$ cat src/rtl/mssc_pkg.sv
// What this block does
// - Reset: relay pointer 000, memory pointer 001
// - Power-up: relays open, triggering disabled
// - Reset: output 000, delay 0, falling, low
// - Factory init clears setups, address 18, rows
// - Power-up sequence finishes in about five seconds
// - Report loop down, wait for all powered
// - Stored stand-alone or slave: come up stand-alone
// - Stored master: try loop, else error, stand-alone
// - Master selected: start loop, leave menu
// - Trigger sends setup at relay pointer plus one
// - Memory pointer holds last recalled setup
// - Fourteen-character display, six-digit scratchpad
// - Transient errors two seconds, persistent until operation
// - Flag loop communication errors of any kind
// - Flag trigger before completion as overflow
// - Early trigger raises notice, still processed
// - Settle delay is programmed plus hardware interval
// - Five selectable trigger sources
// - Selectable trigger edge and completion polarity
// - Execute character when not remote: error
// - Separate bad command and bad option faults
// - Setup checksum failure clears setup, continues
package mssc_pkg;
   // APB register byte addresses
   localparam logic [7:0] ADDR_CTRL     = 8'h00;
   localparam logic [7:0] ADDR_CONFIG   = 8'h04;
   localparam logic [7:0] ADDR_DELAY    = 8'h08;
   localparam logic [7:0] ADDR_STATUS   = 8'h0C;
   localparam logic [7:0] ADDR_POINTERS = 8'h10;
   localparam logic [7:0] ADDR_ERRORS   = 8'h14;
   localparam logic [7:0] ADDR_ROWS     = 8'h18;
   localparam logic [7:0] ADDR_EVENT    = 8'h1C;
   // Reset values
   localparam logic [8:0] RELAY_STEP_RESET  = 9'h000;
   localparam logic [8:0] MEMORY_STEP_RESET = 9'h001;
   localparam logic [8:0] STEP_LAST         = 9'h064;
   localparam logic [7:0] DIGOUT_RESET      = 8'h00;
   localparam logic [4:0] BUS_ADDR_FACTORY  = 5'h12;
   localparam logic [2:0] MAX_UNITS         = 3'h5;
   // Trigger sources
   localparam logic [2:0] SRC_EXT  = 3'h0;
   localparam logic [2:0] SRC_KEY  = 3'h1;
   localparam logic [2:0] SRC_TALK = 3'h2;
   localparam logic [2:0] SRC_GET  = 3'h3;
   localparam logic [2:0] SRC_EXEC = 3'h4;
   // Error bit positions
   localparam int ERR_LOOP    = 0;
   localparam int ERR_OVERRUN = 1;
   localparam int ERR_EARLY   = 2;
   localparam int ERR_REMOTE  = 3;
   localparam int ERR_BADCMD  = 4;
   localparam int ERR_BADOPT  = 5;
   localparam int ERR_SETUP   = 6;
   localparam int ERR_CARDID  = 7;
   localparam int ERR_LOOPDN  = 8;
   localparam int ERR_W       = 9;
   // Timing
   localparam longint CLK_HZ          = 125000000;
   localparam longint MS_TICKS        = CLK_HZ / 1000;
   localparam longint POWERUP_MS      = 5000;
   localparam longint TRANSIENT_MS    = 2000;
   localparam longint POWERUP_CYCLES  = POWERUP_MS * MS_TICKS;
   localparam longint TRANSIENT_MS_W  = TRANSIENT_MS;
   localparam int     MS_TICKS_I      = int'(MS_TICKS);
   localparam int DISPLAY_CHARS  = 14;
   localparam int SCRATCH_DIGITS = 6;
   // Control states
   typedef enum logic [5:0] {
      ST_POWERUP = 6'h01,
      ST_WAITLP  = 6'h02,
      ST_LOOPEST = 6'h04,
      ST_IDLE    = 6'h08,
      ST_SWITCH  = 6'h10,
      ST_SETTLE  = 6'h20
   } mssc_state_type;
endpackage

$ cat src/rtl/mssc_top.sv
// Design decisions made here: the placing of the registers and the APB interface to the registers.
`timescale 1ns/1ps
module mssc_top #(
   parameter int POWERUP_CYCLES = 625000000,
   parameter int MS_TICKS       = 125000,
   parameter int TRANSIENT_MS   = 2000,
   parameter int LOOP_TIMEOUT   = 1000000
) (
   // Clock and reset
   input  wire logic        mclk,
   input  wire logic        rst,
   // APB slave
   input  wire logic        psel,
   input  wire logic        penable,
   input  wire logic        pwrite,
   input  wire logic [7:0]  paddr,
   input  wire logic [31:0] pwdata,
   output logic      [31:0] prdata,
   output logic             pready,
   output logic             pslverr,
   // Trigger pins and bus events
   input  wire logic        ext_trigger,
   input  wire logic        key_trigger,
   input  wire logic        talk_trigger,
   input  wire logic        get_trigger,
   input  wire logic        exec_char,
   input  wire logic        remote_state,
   input  wire logic        bad_command,
   input  wire logic        bad_option,
   input  wire logic        key_press,
   // Storage and self test
   input  wire logic        stored_master,
   input  wire logic        setup_checksum_bad,
   input  wire logic [6:0]  setup_checksum_loc,
   input  wire logic        card_checksum_bad,
   input  wire logic [7:0]  hardware_settle_interval,
   // Serial loop
   input  wire logic        loop_all_powered,
   input  wire logic        loop_closed,
   input  wire logic        loop_line_error,
   // Outputs to relays and storage
   output logic             relays_open_all,
   output logic             relay_load,
   output logic [8:0]       relay_load_loc,
   output logic             setup_clear,
   output logic [6:0]       setup_clear_loc,
   output logic             clear_all_setups,
   output logic [7:0]       digital_output,
   output logic             matrix_ready,
   output logic             serial_ready,
   output logic             is_master,
   output logic             persistent_msg,
   output logic             transient_msg
);
   // ============================================================
   // State
   typedef struct packed {
      mssc_pkg::mssc_state_type st;
      logic [31:0] cnt;
      logic [15:0] ms_left;
      logic [16:0] ms_tick;
      logic [11:0] tr_ms;
      logic        tr_act;
      logic        pers;
      logic [8:0]  relay_step;
      logic [8:0]  memory_step;
      logic        show_relays;
      logic        trig_en;
      logic [2:0]  trig_src;
      logic        rise_edge;
      logic        rdy_high;
      logic [7:0]  digout;
      logic [15:0] prog_delay;
      logic [4:0]  bus_addr;
      logic [7:0]  mb_rows;
      logic [7:0]  bm_rows;
      logic        master;
      logic        opened;
      logic [mssc_pkg::ERR_W-1:0] err;
      logic [2:0]  e1;
      logic [2:0]  e2;
      logic        e3;
      logic        ld;
      logic        clr_all;
      logic        sclr;
      logic [6:0]  sclr_loc;
      logic [31:0] rd;
      logic        pulse;
   } mssc_reg_type;

   mssc_reg_type r;
   mssc_reg_type next_r;

   // Synchronised pin levels (stage 2 and the delayed copy e3 are read)
   logic ext_now;
   logic ext_prev;
   logic acc;
   logic do_write;
   logic do_read;
   logic [mssc_pkg::ERR_W-1:0] ev;
   logic                       trig;

   assign acc      = psel & penable;
   assign do_write = acc & pwrite;
   assign do_read  = acc & ~pwrite;
   assign ext_now  = r.e2[0];
   assign ext_prev = r.e3;

   // ============================================================
   // Trigger selection
   always_comb
   begin
      unique case (r.trig_src)
         mssc_pkg::SRC_EXT:  trig = r.rise_edge ? (ext_now & ~ext_prev) : (~ext_now & ext_prev);
         mssc_pkg::SRC_KEY:  trig = key_trigger;
         mssc_pkg::SRC_TALK: trig = talk_trigger;
         mssc_pkg::SRC_GET:  trig = get_trigger;
         mssc_pkg::SRC_EXEC: trig = exec_char & remote_state;
         default:            trig = 1'b0;
      endcase
      trig = trig & r.trig_en & (r.st != mssc_pkg::ST_POWERUP);
   end

   // ============================================================
   // Next state
   always_comb
   begin
      next_r       = r;
      next_r.e1    = {loop_all_powered, 1'b0, ext_trigger};
      next_r.e2    = r.e1;
      next_r.e3    = r.e2[0];
      next_r.ld    = 1'b0;
      next_r.sclr  = 1'b0;
      next_r.clr_all = 1'b0;
      next_r.pulse = 1'b0;
      ev           = '0;
      ev[mssc_pkg::ERR_LOOP]   = loop_line_error;
      ev[mssc_pkg::ERR_REMOTE] = exec_char & ~remote_state;
      ev[mssc_pkg::ERR_BADCMD] = bad_command;
      ev[mssc_pkg::ERR_BADOPT] = bad_option;
      ev[mssc_pkg::ERR_CARDID] = card_checksum_bad;
      ev[mssc_pkg::ERR_LOOPDN] = ~r.e2[2];
      // Millisecond tick divider
      next_r.ms_tick = (r.ms_tick == 17'(MS_TICKS - 1)) ? 17'h00000 : r.ms_tick + 17'h00001;
      unique case (r.st)
         mssc_pkg::ST_POWERUP:
         begin
            next_r.cnt = r.cnt + 32'h00000001;
            if (setup_checksum_bad)
            begin
               next_r.sclr     = 1'b1;
               next_r.sclr_loc = setup_checksum_loc;
               ev[mssc_pkg::ERR_SETUP] = 1'b1;
            end
            if (r.cnt >= 32'(POWERUP_CYCLES - 1))
               next_r.st = mssc_pkg::ST_WAITLP;
         end
         mssc_pkg::ST_WAITLP:
            // defer until loop powered; non-master stand-alone
            if (r.e2[2])
            begin
               next_r.cnt = '0;
               next_r.st  = stored_master ? mssc_pkg::ST_LOOPEST : mssc_pkg::ST_IDLE;
            end
         mssc_pkg::ST_LOOPEST:
         begin
            next_r.cnt = r.cnt + 32'h00000001;
            if (loop_closed)
            begin
               next_r.master = 1'b1;
               next_r.st     = mssc_pkg::ST_IDLE;
            end
            else if (r.cnt >= 32'(LOOP_TIMEOUT - 1))
            begin
               next_r.master = 1'b0;
               ev[mssc_pkg::ERR_LOOP] = 1'b1;
               next_r.st     = mssc_pkg::ST_IDLE;
            end
         end
         mssc_pkg::ST_IDLE:
            if (trig)
            begin
               next_r.relay_step = (r.relay_step == mssc_pkg::STEP_LAST) ? 9'h000 : r.relay_step + 9'h001;
               next_r.ld         = 1'b1;
               next_r.opened     = 1'b0;
               next_r.st         = mssc_pkg::ST_SWITCH;
            end
         mssc_pkg::ST_SWITCH:
         begin
            next_r.ms_left = r.prog_delay + {8'h00, hardware_settle_interval};
            next_r.st      = mssc_pkg::ST_SETTLE;
            if (trig)
               ev[mssc_pkg::ERR_OVERRUN] = 1'b1;
         end
         mssc_pkg::ST_SETTLE:
         begin
            if (r.ms_tick == 17'h00000 && r.ms_left != 16'h0000)
               next_r.ms_left = r.ms_left - 16'h0001;
            if (trig)
            begin
               ev[mssc_pkg::ERR_OVERRUN] = 1'b1;
               ev[mssc_pkg::ERR_EARLY]   = 1'b1;
               next_r.relay_step = (r.relay_step == mssc_pkg::STEP_LAST) ? 9'h000 : r.relay_step + 9'h001;
               next_r.ld         = 1'b1;
               next_r.st         = mssc_pkg::ST_SWITCH;
            end
            else if (r.ms_left == 16'h0000)
            begin
               next_r.pulse = 1'b1;
               next_r.st    = mssc_pkg::ST_IDLE;
            end
         end
         default: next_r.st = mssc_pkg::ST_IDLE;
      endcase
      if (|ev[mssc_pkg::ERR_REMOTE:mssc_pkg::ERR_OVERRUN] | ev[mssc_pkg::ERR_BADOPT] | ev[mssc_pkg::ERR_BADCMD])
      begin
         next_r.tr_act = 1'b1;
         next_r.tr_ms  = 12'(TRANSIENT_MS);
      end
      else if (r.tr_act && r.ms_tick == 17'h00000)
      begin
         next_r.tr_ms  = r.tr_ms - 12'h001;
         next_r.tr_act = (r.tr_ms > 12'h001);
      end
      if (ev[mssc_pkg::ERR_LOOP] | ev[mssc_pkg::ERR_SETUP] | ev[mssc_pkg::ERR_CARDID])
         next_r.pers = 1'b1;
      else if (key_press | do_write)
         next_r.pers = 1'b0;
      // APB register writes
      if (do_write)
         unique case (paddr)
            mssc_pkg::ADDR_CTRL:
            begin
               next_r.trig_en = pwdata[0];
               if (pwdata[1])
               begin
                  next_r.cnt = '0;
                  next_r.st  = mssc_pkg::ST_LOOPEST;
               end
               if (pwdata[2])
               begin
                  next_r.clr_all  = 1'b1;
                  next_r.bus_addr = mssc_pkg::BUS_ADDR_FACTORY;
                  next_r.mb_rows  = '0;
                  next_r.bm_rows  = '0;
               end
               if (pwdata[2] | pwdata[3])
               begin
                  next_r.relay_step  = mssc_pkg::RELAY_STEP_RESET;
                  next_r.memory_step = mssc_pkg::MEMORY_STEP_RESET;
                  next_r.show_relays = 1'b1;
                  next_r.digout      = mssc_pkg::DIGOUT_RESET;
                  next_r.prog_delay  = '0;
                  next_r.trig_src    = mssc_pkg::SRC_EXT;
                  next_r.rise_edge   = 1'b0;
                  next_r.rdy_high    = 1'b0;
                  next_r.trig_en     = 1'b0;
                  next_r.opened      = 1'b1;
               end
            end
            mssc_pkg::ADDR_CONFIG:
            begin
               next_r.trig_src  = pwdata[2:0];
               next_r.rise_edge = pwdata[3];
               next_r.rdy_high  = pwdata[4];
               next_r.digout    = pwdata[15:8];
               next_r.bus_addr  = pwdata[20:16];
            end
            mssc_pkg::ADDR_DELAY:    next_r.prog_delay = pwdata[15:0];
            mssc_pkg::ADDR_POINTERS:
            begin
               next_r.memory_step = pwdata[24:16];
               next_r.show_relays = pwdata[31];
            end
            mssc_pkg::ADDR_ROWS:
            begin
               next_r.mb_rows = pwdata[7:0] & ~pwdata[15:8];
               next_r.bm_rows = pwdata[15:8];
            end
            default: ;
         endcase
      // Sticky errors, loop-down bit live: write-one-to-clear, set wins
      if (do_write && paddr == mssc_pkg::ADDR_ERRORS)
         next_r.err = r.err & ~pwdata[mssc_pkg::ERR_W-1:0];
      next_r.err = next_r.err | ev;
      next_r.err[mssc_pkg::ERR_LOOPDN] = ~r.e2[2];
      // Read data
      next_r.rd = 32'h00000000;
      if (psel & ~penable & ~pwrite)
         unique case (paddr)
            mssc_pkg::ADDR_CTRL:     next_r.rd = {31'h0, r.trig_en};
            mssc_pkg::ADDR_CONFIG:   next_r.rd = {11'h0, r.bus_addr, r.digout, 3'h0, r.rdy_high,
                                                  r.rise_edge, r.trig_src};
            mssc_pkg::ADDR_DELAY:    next_r.rd = {16'h0, r.prog_delay};
            mssc_pkg::ADDR_STATUS:   next_r.rd = {18'h0, r.pers, r.tr_act, r.master, r.show_relays,
                                                  r.st == mssc_pkg::ST_IDLE, r.st, r.e2[2], r.opened, 1'b0};
            mssc_pkg::ADDR_POINTERS: next_r.rd = {r.show_relays, 6'h0, r.memory_step, 7'h0, r.relay_step};
            mssc_pkg::ADDR_ERRORS:   next_r.rd = {23'h0, r.err};
            mssc_pkg::ADDR_ROWS:     next_r.rd = {16'h0, r.bm_rows, r.mb_rows};
            default:                 next_r.rd = 32'h00000000;
         endcase
   end

   // ============================================================
   // Registers
   always_ff @(posedge mclk or posedge rst)
   begin
      if (rst)
      begin
         // pointers and display source; open, disabled
         r             <= '0;
         r.st          <= mssc_pkg::ST_POWERUP;
         r.relay_step  <= mssc_pkg::RELAY_STEP_RESET;
         r.memory_step <= mssc_pkg::MEMORY_STEP_RESET;
         r.show_relays <= 1'b1;
         r.opened      <= 1'b1;
         r.bus_addr    <= mssc_pkg::BUS_ADDR_FACTORY;
         r.e1          <= 3'h1;
         r.e2          <= 3'h1;
         r.e3          <= 1'b1;
      end
      else
         r <= next_r;
   end

   // ============================================================
   // Outputs
   assign prdata           = r.rd;
   assign pready           = 1'b1;
   assign pslverr          = 1'b0;
   assign relays_open_all  = r.opened;
   assign relay_load       = r.ld;
   assign relay_load_loc   = r.relay_step;
   assign setup_clear      = r.sclr;
   assign setup_clear_loc  = r.sclr_loc;
   assign clear_all_setups = r.clr_all;
   assign digital_output   = r.digout;
   assign matrix_ready     = r.pulse ^ ~r.rdy_high;
   assign serial_ready     = (r.st == mssc_pkg::ST_IDLE);
   assign is_master        = r.master;
   assign persistent_msg   = r.pers;
   assign transient_msg    = r.tr_act;

   // ============================================================
   // Checks
   property p_reset_ptr;
      @(posedge mclk) $fell(rst) |-> r.relay_step == 9'h000 && r.memory_step == 9'h001;
   endproperty
   a_reset_ptr: assert property (p_reset_ptr) else $error("pointers wrong after reset");
   property p_no_trig_pu;
      @(posedge mclk) disable iff (rst) r.st == mssc_pkg::ST_POWERUP |-> !relay_load;
   endproperty
   a_no_trig_pu: assert property (p_no_trig_pu) else $error("load during power-up");
   property p_step;
      @(posedge mclk) disable iff (rst) (trig && r.st == mssc_pkg::ST_IDLE && r.relay_step < 9'h064)
         |=> relay_load && relay_load_loc == $past(r.relay_step) + 9'h001;
   endproperty
   a_step: assert property (p_step) else $error("wrong step sent");
   property p_overrun;
      @(posedge mclk) disable iff (rst) (trig && r.st == mssc_pkg::ST_SETTLE) |=> r.err[1] && r.err[2];
   endproperty
   a_overrun: assert property (p_overrun) else $error("overrun not flagged");
   property p_remote;
      @(posedge mclk) disable iff (rst) (exec_char && !remote_state) |=> r.err[3] && !relay_load;
   endproperty
   a_remote: assert property (p_remote) else $error("not-remote missed");
   property p_cmd;
      @(posedge mclk) disable iff (rst) bad_option |=> r.err[5];
   endproperty
   a_cmd: assert property (p_cmd) else $error("option fault missed");
   property p_ready;
      @(posedge mclk) disable iff (rst) (r.st == mssc_pkg::ST_SETTLE && r.ms_left == 16'h0000 && !trig)
         |=> matrix_ready == r.rdy_high;
   endproperty
   a_ready: assert property (p_ready) else $error("ready polarity wrong");
   property p_wait;
      @(posedge mclk) disable iff (rst) (r.st == mssc_pkg::ST_WAITLP && !r.e2[2]) |=> r.st == mssc_pkg::ST_WAITLP;
   endproperty
   a_wait: assert property (p_wait) else $error("left wait without power");
   c_trig: cover property (@(posedge mclk) relay_load);
   c_early: cover property (@(posedge mclk) r.err[2]);
   c_master: cover property (@(posedge mclk) $rose(r.master));
endmodule

$ cat config.mk
export PLATFORM = sky130hd
export DESIGN_NAME = mssc_top
export DESIGN_NICKNAME = d
export VERILOG_FILES = /design/src/rtl/mssc_pkg.sv /design/src/rtl/mssc_top.sv
export SDC_FILE = /design/constraint.sdc
export NUM_CORES = 1
export LEC_CHECK = 0
export ABC_CLOCK_PERIOD_IN_PS = 18600
export BUFFER_PORTS_ARGS = -buffer_cell sky130_fd_sc_hd__clkbuf_2
export CAP_MARGIN = 30
export CORE_ASPECT_RATIO = 0.9
export CORE_MARGIN = 4
export CORE_UTILIZATION = 55
export CTS_BUF_LIST = sky130_fd_sc_hd__clkbuf_8
export DETAILED_ROUTE_END_ITERATION = 10
export PLACE_DENSITY_LB_ADDON = 0.3
export REMOVE_ABC_BUFFERS = 1
export SLEW_MARGIN = 20
export SYNTH_ARGS = -nofsm -noshare
export SYNTH_HDL_FRONTEND = slang
export SYNTH_SLANG_ARGS = --single-unit
$ cat constraint.sdc
create_clock -name mclk -period 18.6 [get_ports mclk]
set_input_delay 3.72 -clock mclk [delete_from_list [all_inputs] [get_ports mclk]]
set_output_delay 3.72 -clock mclk [all_outputs]
set_load 0.02 [all_outputs]
After elaboration in Yosys (flattened, before gate mapping) --
Cells that the tools add are included.
Storage, ports and cells: flip-flop bits (word level) 214, input bits 75
Cells by class: $add $sub $neg 6, $lt $le $gt $ge 3, equal/unequal tests 22, mux-type cells 63, bitwise gates (word level) 29, reductions and logical operators 28
Operators with widths (number):
- 32-bit case mux with 7 select lines | 1
- 38-bit 2-to-1 mux | 4
- 16-bit case mux with 2 select lines | 3
- 70-bit 2-to-1 mux | 1
- 32-bit case mux with 2 select lines | 1
- 49-bit 2-to-1 mux | 1
- 6-bit 2-to-1 mux | 6
- 9-bit 2-to-1 mux | 4
- 6-bit case mux with 6 select lines | 1
- 32-bit by 1-bit adder with 32-bit output, second input constant | 1
- 32-bit by 20-bit >= comparator with 1-bit output, second input constant | 1
- 32-bit by 30-bit >= comparator with 1-bit output, second input constant | 1
- 32-bit 2-to-1 mux | 1
- 13-bit 2-to-1 mux | 2
- 13-bit case mux with 2 select lines | 1
- 1-bit 2-to-1 mux | 25
- 8-bit by 5-bit equality test with 1-bit output, second input constant | 3
- 8-bit 2-to-1 mux | 3
- 21-bit 2-to-1 mux | 1
- 10-bit case mux with 2 select lines | 1
- 17-bit by 1-bit adder with 17-bit output, second input constant | 1
- 17-bit equality test, second input constant | 1
- 17-bit logical NOT | 1
- 17-bit 2-to-1 mux | 1
- other kinds (42) | 85

Depth between registers and ports, before layout --
word-level depth 12, mapped depth 10, mapped depth without buffers 9

Worst setup path before layout --
OpenSTA, ideal clock, no wires.
path kind in2reg, from in paddr[5], to reg r[61] in the netlist's numbering, library setup time 0.121 ns, data arrival time 5.345 ns, slack 13.134 ns, stages 7, path through or3_1 -> nor4_2 -> and2_1 -> buf_2 -> nor2_1 -> clkbuf_1 -> a22o_1
Between the ends: cells in the longest elaborated chain, start to end 3, elaborated cells on any way between the ends 6, classes of those cells eq/ne: 2; mux: 1; reduce/logical: 3
RTL lines:
- from (decl) | line mssc_top.sv:16 | input wire logic [7:0] paddr,
- 8-bit by 5-bit equality test with 1-bit output / 8-bit logical NOT (equally long branches) | line mssc_top.sv:231 | unique case (paddr)
- 2-bit nonzero test (no source line) / 2-bit != test (equally long branches)
- 3-bit AND reduction (no source line)
- to (signal assigned) | line mssc_top.sv:323 | r <= next_r;
- to (decl) | line mssc_top.sv:91 | mssc_reg_type r;
Parallel ways exist; a longest one is shown, timed or not. A chain may end at the register's enable or synchronous reset.

Worst setup path after layout --
from reg r[211] in the netlist's numbering, to out serial_ready
Between the ends: cells in the longest elaborated chain, start to end 1
RTL lines:
- 6-bit by 4-bit equality test with 1-bit output | line mssc_top.sv:339 | assign serial_ready = (r.st == mssc_pkg::ST_IDLE);
- to (decl) | line mssc_top.sv:50 | output logic serial_ready,
No other way between the ends.

==> results.rst <==
.. list-table::
   :header-rows: 1

   * - Metric
     - Value
   * - Finish-stage setup viols
     - 0
   * - Post-layout minimum cycle time
     - 6.35 ns
   * - Worst setup slack after layout
     - 12.25 ns
   * - Critical path peak fanout
     - 9
   * - Cell types with the largest area share after synthesis
     - dfrtp_1 (45%), nand2_1 (6.1%), o21ai_0 (4.2%)
   * - Detail Route Antenna Nets
     - 0
   * - Leakage power summed over all cells
     - about 5.5 nW
   * - Type of the worst setup path
     - reg2out
   * - MaxCap Viol Count
     - 0
   * - Net count reported at finish
     - 1401
   * - Postcts setup bufs
     - 0
   * - Endpoint kind of the worst setup timing path
     - output pin
   * - Maximum number of pins on one net before global-route repair
     - 142
   * - Worst endpoint data arrival time
     - 2.63 ns
   * - Outcome
     - finished clean
   * - Required time of the critical path
     - ~15 ns
   * - Number of buffers created by CTS
     - 35
   * - Cell chosen for the clock root
     - clkbuf_8
   * - Crit-path slowest cell
     - nor2_1
   * - First-pass DRT Iterations
     - 5
   * - Clock transition time at the flip-flop clock pins of the worst setup and hold paths
     - roughly 0.060 ns
   * - Initial antenna violation count
     - 0
   * - Worst clock skew
     - 0.0206 ns
   * - Post-synth design cell area
     - 11200 um^2
   * - Final Max Slew Viols
     - 0
   * - Register bit count reported by yosys
     - roughly 210
   * - Placed Cells
     - about 1500
   * - Die Ht
     - around 140 um
   * - Number of instances in the synthesized netlist
     - roughly 1200
   * - Area added between synthesis and finish
     - 11.0%
   * - Number of distinct standard cells referenced by the synthesized netlist
     - 73
   * - Number of violations reported at the end of detailed-routing iteration 0
     - 1020
   * - Largest stage delay on the critical path
     - 0.59 ns
   * - Post-placement setup slack
     - roughly 13 ns
   * - Non-Filler Instances
     - around 1600
   * - First-pass GRT wire length
     - 47.2 mm
   * - Startpoint types
     - flop
   * - Port Buf Inserts
     - 127
   * - Main synth FF type
     - dfrtp_1
   * - Total congestion overflow after global routing
     - 0
   * - Die Area
     - 22600 um^2
   * - Overall power
     - 1.10 mW
   * - Average wire length per cell after detail routing
     - approximately 19 um
   * - Via density per instance
     - 6.08
   * - Combined buffer and inverter count along the critical path
     - 1
   * - Global-route total usage across every layer
     - 0.258
   * - Count of flip-flops with a built-in enable after synthesis
     - 0
   * - Power density normalized to cell area
     - 88.9 nW/um^2
   * - Worst-margin pin slew
     - 0.890 ns
   * - Clock Tree Buf Depth
     - 3
   * - Portion of the clock cycle consumed by the worst path in the final layout
     - 0.341
   * - Cell type with the largest total area after synthesis
     - dfrtp_1
   * - CTS tree
     - built
   * - Asr flop ratio synth
     - 1.00
   * - Standard-cell rows
     - 49
   * - Clk_lat worst skew
     - 0.53 ns
   * - Share of layout cells above drive strength 1
     - 0.170
   * - Largest vdd supply drop
     - 63.5 uV
   * - Area share of the largest cell type after synthesis
     - 0.446
   * - Top library cells by usage in the layout, fill and taps aside
     - dfrtp_1 (199), nand2_1 (181), clkbuf_2 (128)
   * - Achievable clock frequency
     - 0.158 GHz
   * - Placeable Area
     - 20000 um^2
   * - Count of hold buffers inserted by post-cts repair
     - 0
   * - Cell chain of the critical path
     - nor3_1 > nand3b_1 > nor2_1 > clkbuf_2
   * - Proportion of synthesized chip area in sequential cells
     - 0.467
   * - Number of clock sinks
     - 208
   * - Detailed-placement wirelength estimate
     - slightly above 20 mm
   * - Kind of path behind the tightest hold check
     - reg2reg
   * - RePlAce Congestion
     - 0.859
   * - TNS Setup
     - 0 ns
   * - Initial core utilization
     - 0.558
   * - H-Tree Depth
     - 2
   * - Final hold violation count
     - 0
   * - Max-slew headroom
     - 0.405
   * - Boundary Pins
     - 142
   * - Diodes inserted
     - 0
   * - CTS-repair resized insts
     - 0
   * - Total DRC errors in the routed layout
     - 0
   * - Via total after detailed routing
     - between 9000 and 10000
   * - Commonest non-fill, non-tap cell in the layout
     - dfrtp_1
   * - Die width
     - ~160 um
   * - Unrepaired setup endpoints after global routing
     - no
   * - Synthesis Warnings
     - 0
   * - Average size of a mapped cell
     - approximately 9 um^2
   * - Via count of the first global-routing pass
     - about 9100
   * - Routed WL
     - 29.5 mm
   * - # fillers
     - 1706
   * - Largest delay contributor family on the critical path
     - simple AND/OR/NAND/NOR gates
-- routing by layer --
layer	track usage	share of wire
met3	0.0503	0.079
met1	0.380	0.44
met5	0	0
met2	0.397	0.46
met4	0.0633	0.018
-- kinds of logic (layout without fill, tap and decap cells) --
kind of cell / after synthesis / count (layout) / share of synthesized area
AND/OR/NAND/NOR: 507 / 507 / 0.224
AO/OA/AOI/OAI: 301 / 301 / 0.174
flip-flops: 208 / 208 / 0.467
buffers and inverters: 154 / 240 / 0.0719
XOR/XNOR: 45 / 45 / 0.0353
adder cells (fa/ha/maj): 17 / 17 / 0.0197
multiplexers: 7 / 7 / 0.00639
other: 2 / 8 / 0.000673
-- power breakdown --
group	internal [mW]	switching (mW)	leakage (nW)	total, mW
Clock	0.240	0.189	0.416	0.429
Sequential	0.482	0.0392	2.59	0.521
Combinational	0.0575	0.0943	2.45	0.152
-- cell usage after synthesis (16+ instances only) --
library cell  number
dfrtp_1          199
nand2_1          181
o21ai_0           94
nor2_1            92
a21oi_1           62
buf_4             58
clkbuf_1          56
nand3_1           47
nor3_1            33
inv_1             31
xnor2_1           31
a22oi_1           21
and3_1            20
a31oi_1           19
nor4_1            19
a22o_1            16
ha_1              16
nand4_1           16
-- sequential cells by signal (all words and copies together), names as in the netlist --
register / cells
digital_output: 8
clear_all_setups: 1
next_r: 2
prdata: 26
relays_open_all: 1
relay_load: 1
relay_load_loc: 9
transient_msg: 1
is_master: 1
ext_prev: 1
ext_now: 1
persistent_msg: 1
setup_clear: 1
r: 147
setup_clear_loc: 7
-- path summary, 6_finish.rpt --
path                                 start           end  slack [ns]  cells after the start
min in group asynchronous              rst        r[149]        3.23                      2
worst max-delay path                r[211]  serial_ready       12.25                      4
worst min-delay path            next_r[44]       ext_now        0.35                      0
worst min register to register  next_r[44]       ext_now        0.35                      0
max in group asynchronous              rst         r[46]       13.76                      4
worst max register to register      r[162]        r[170]       15.73                      8
-- stage by stage --
stage	area, um^2	hold slack (ns)	util
3_3_place_gp	11600	0.333	0.579
3_5_place_dp	11600	0.339	0.580
5_1_grt	12400	0.361	0.620
4_1_cts	12300	0.355	0.616
6_report	12400	0.354	0.620
2_1_floorplan	10500	0.331	-
-- worst register-to-register path: stages, from the launching register on --
cell and delay (ns):
dfrtp_1 0.40, inv_1 0.12, ha_1 0.20, or3b_1 0.44, or3_1 0.51, or3_4 0.45, a21oi_4 0.28, nor4_1 0.08
a221o_1 0.29
-- cell type report --
type	count	area, um^2	share of cell area
tap	255	319	0.0258
multi-input combinational	885	5180	0.418
clock inverter	21	175	0.0141
sequential	208	5220	0.421
inverter	32	128	0.0103
timing repair buffer	147	822	0.0664
clock buffer	40	551	0.0444
No activity file was read; power rests on OpenSTA's default activity.
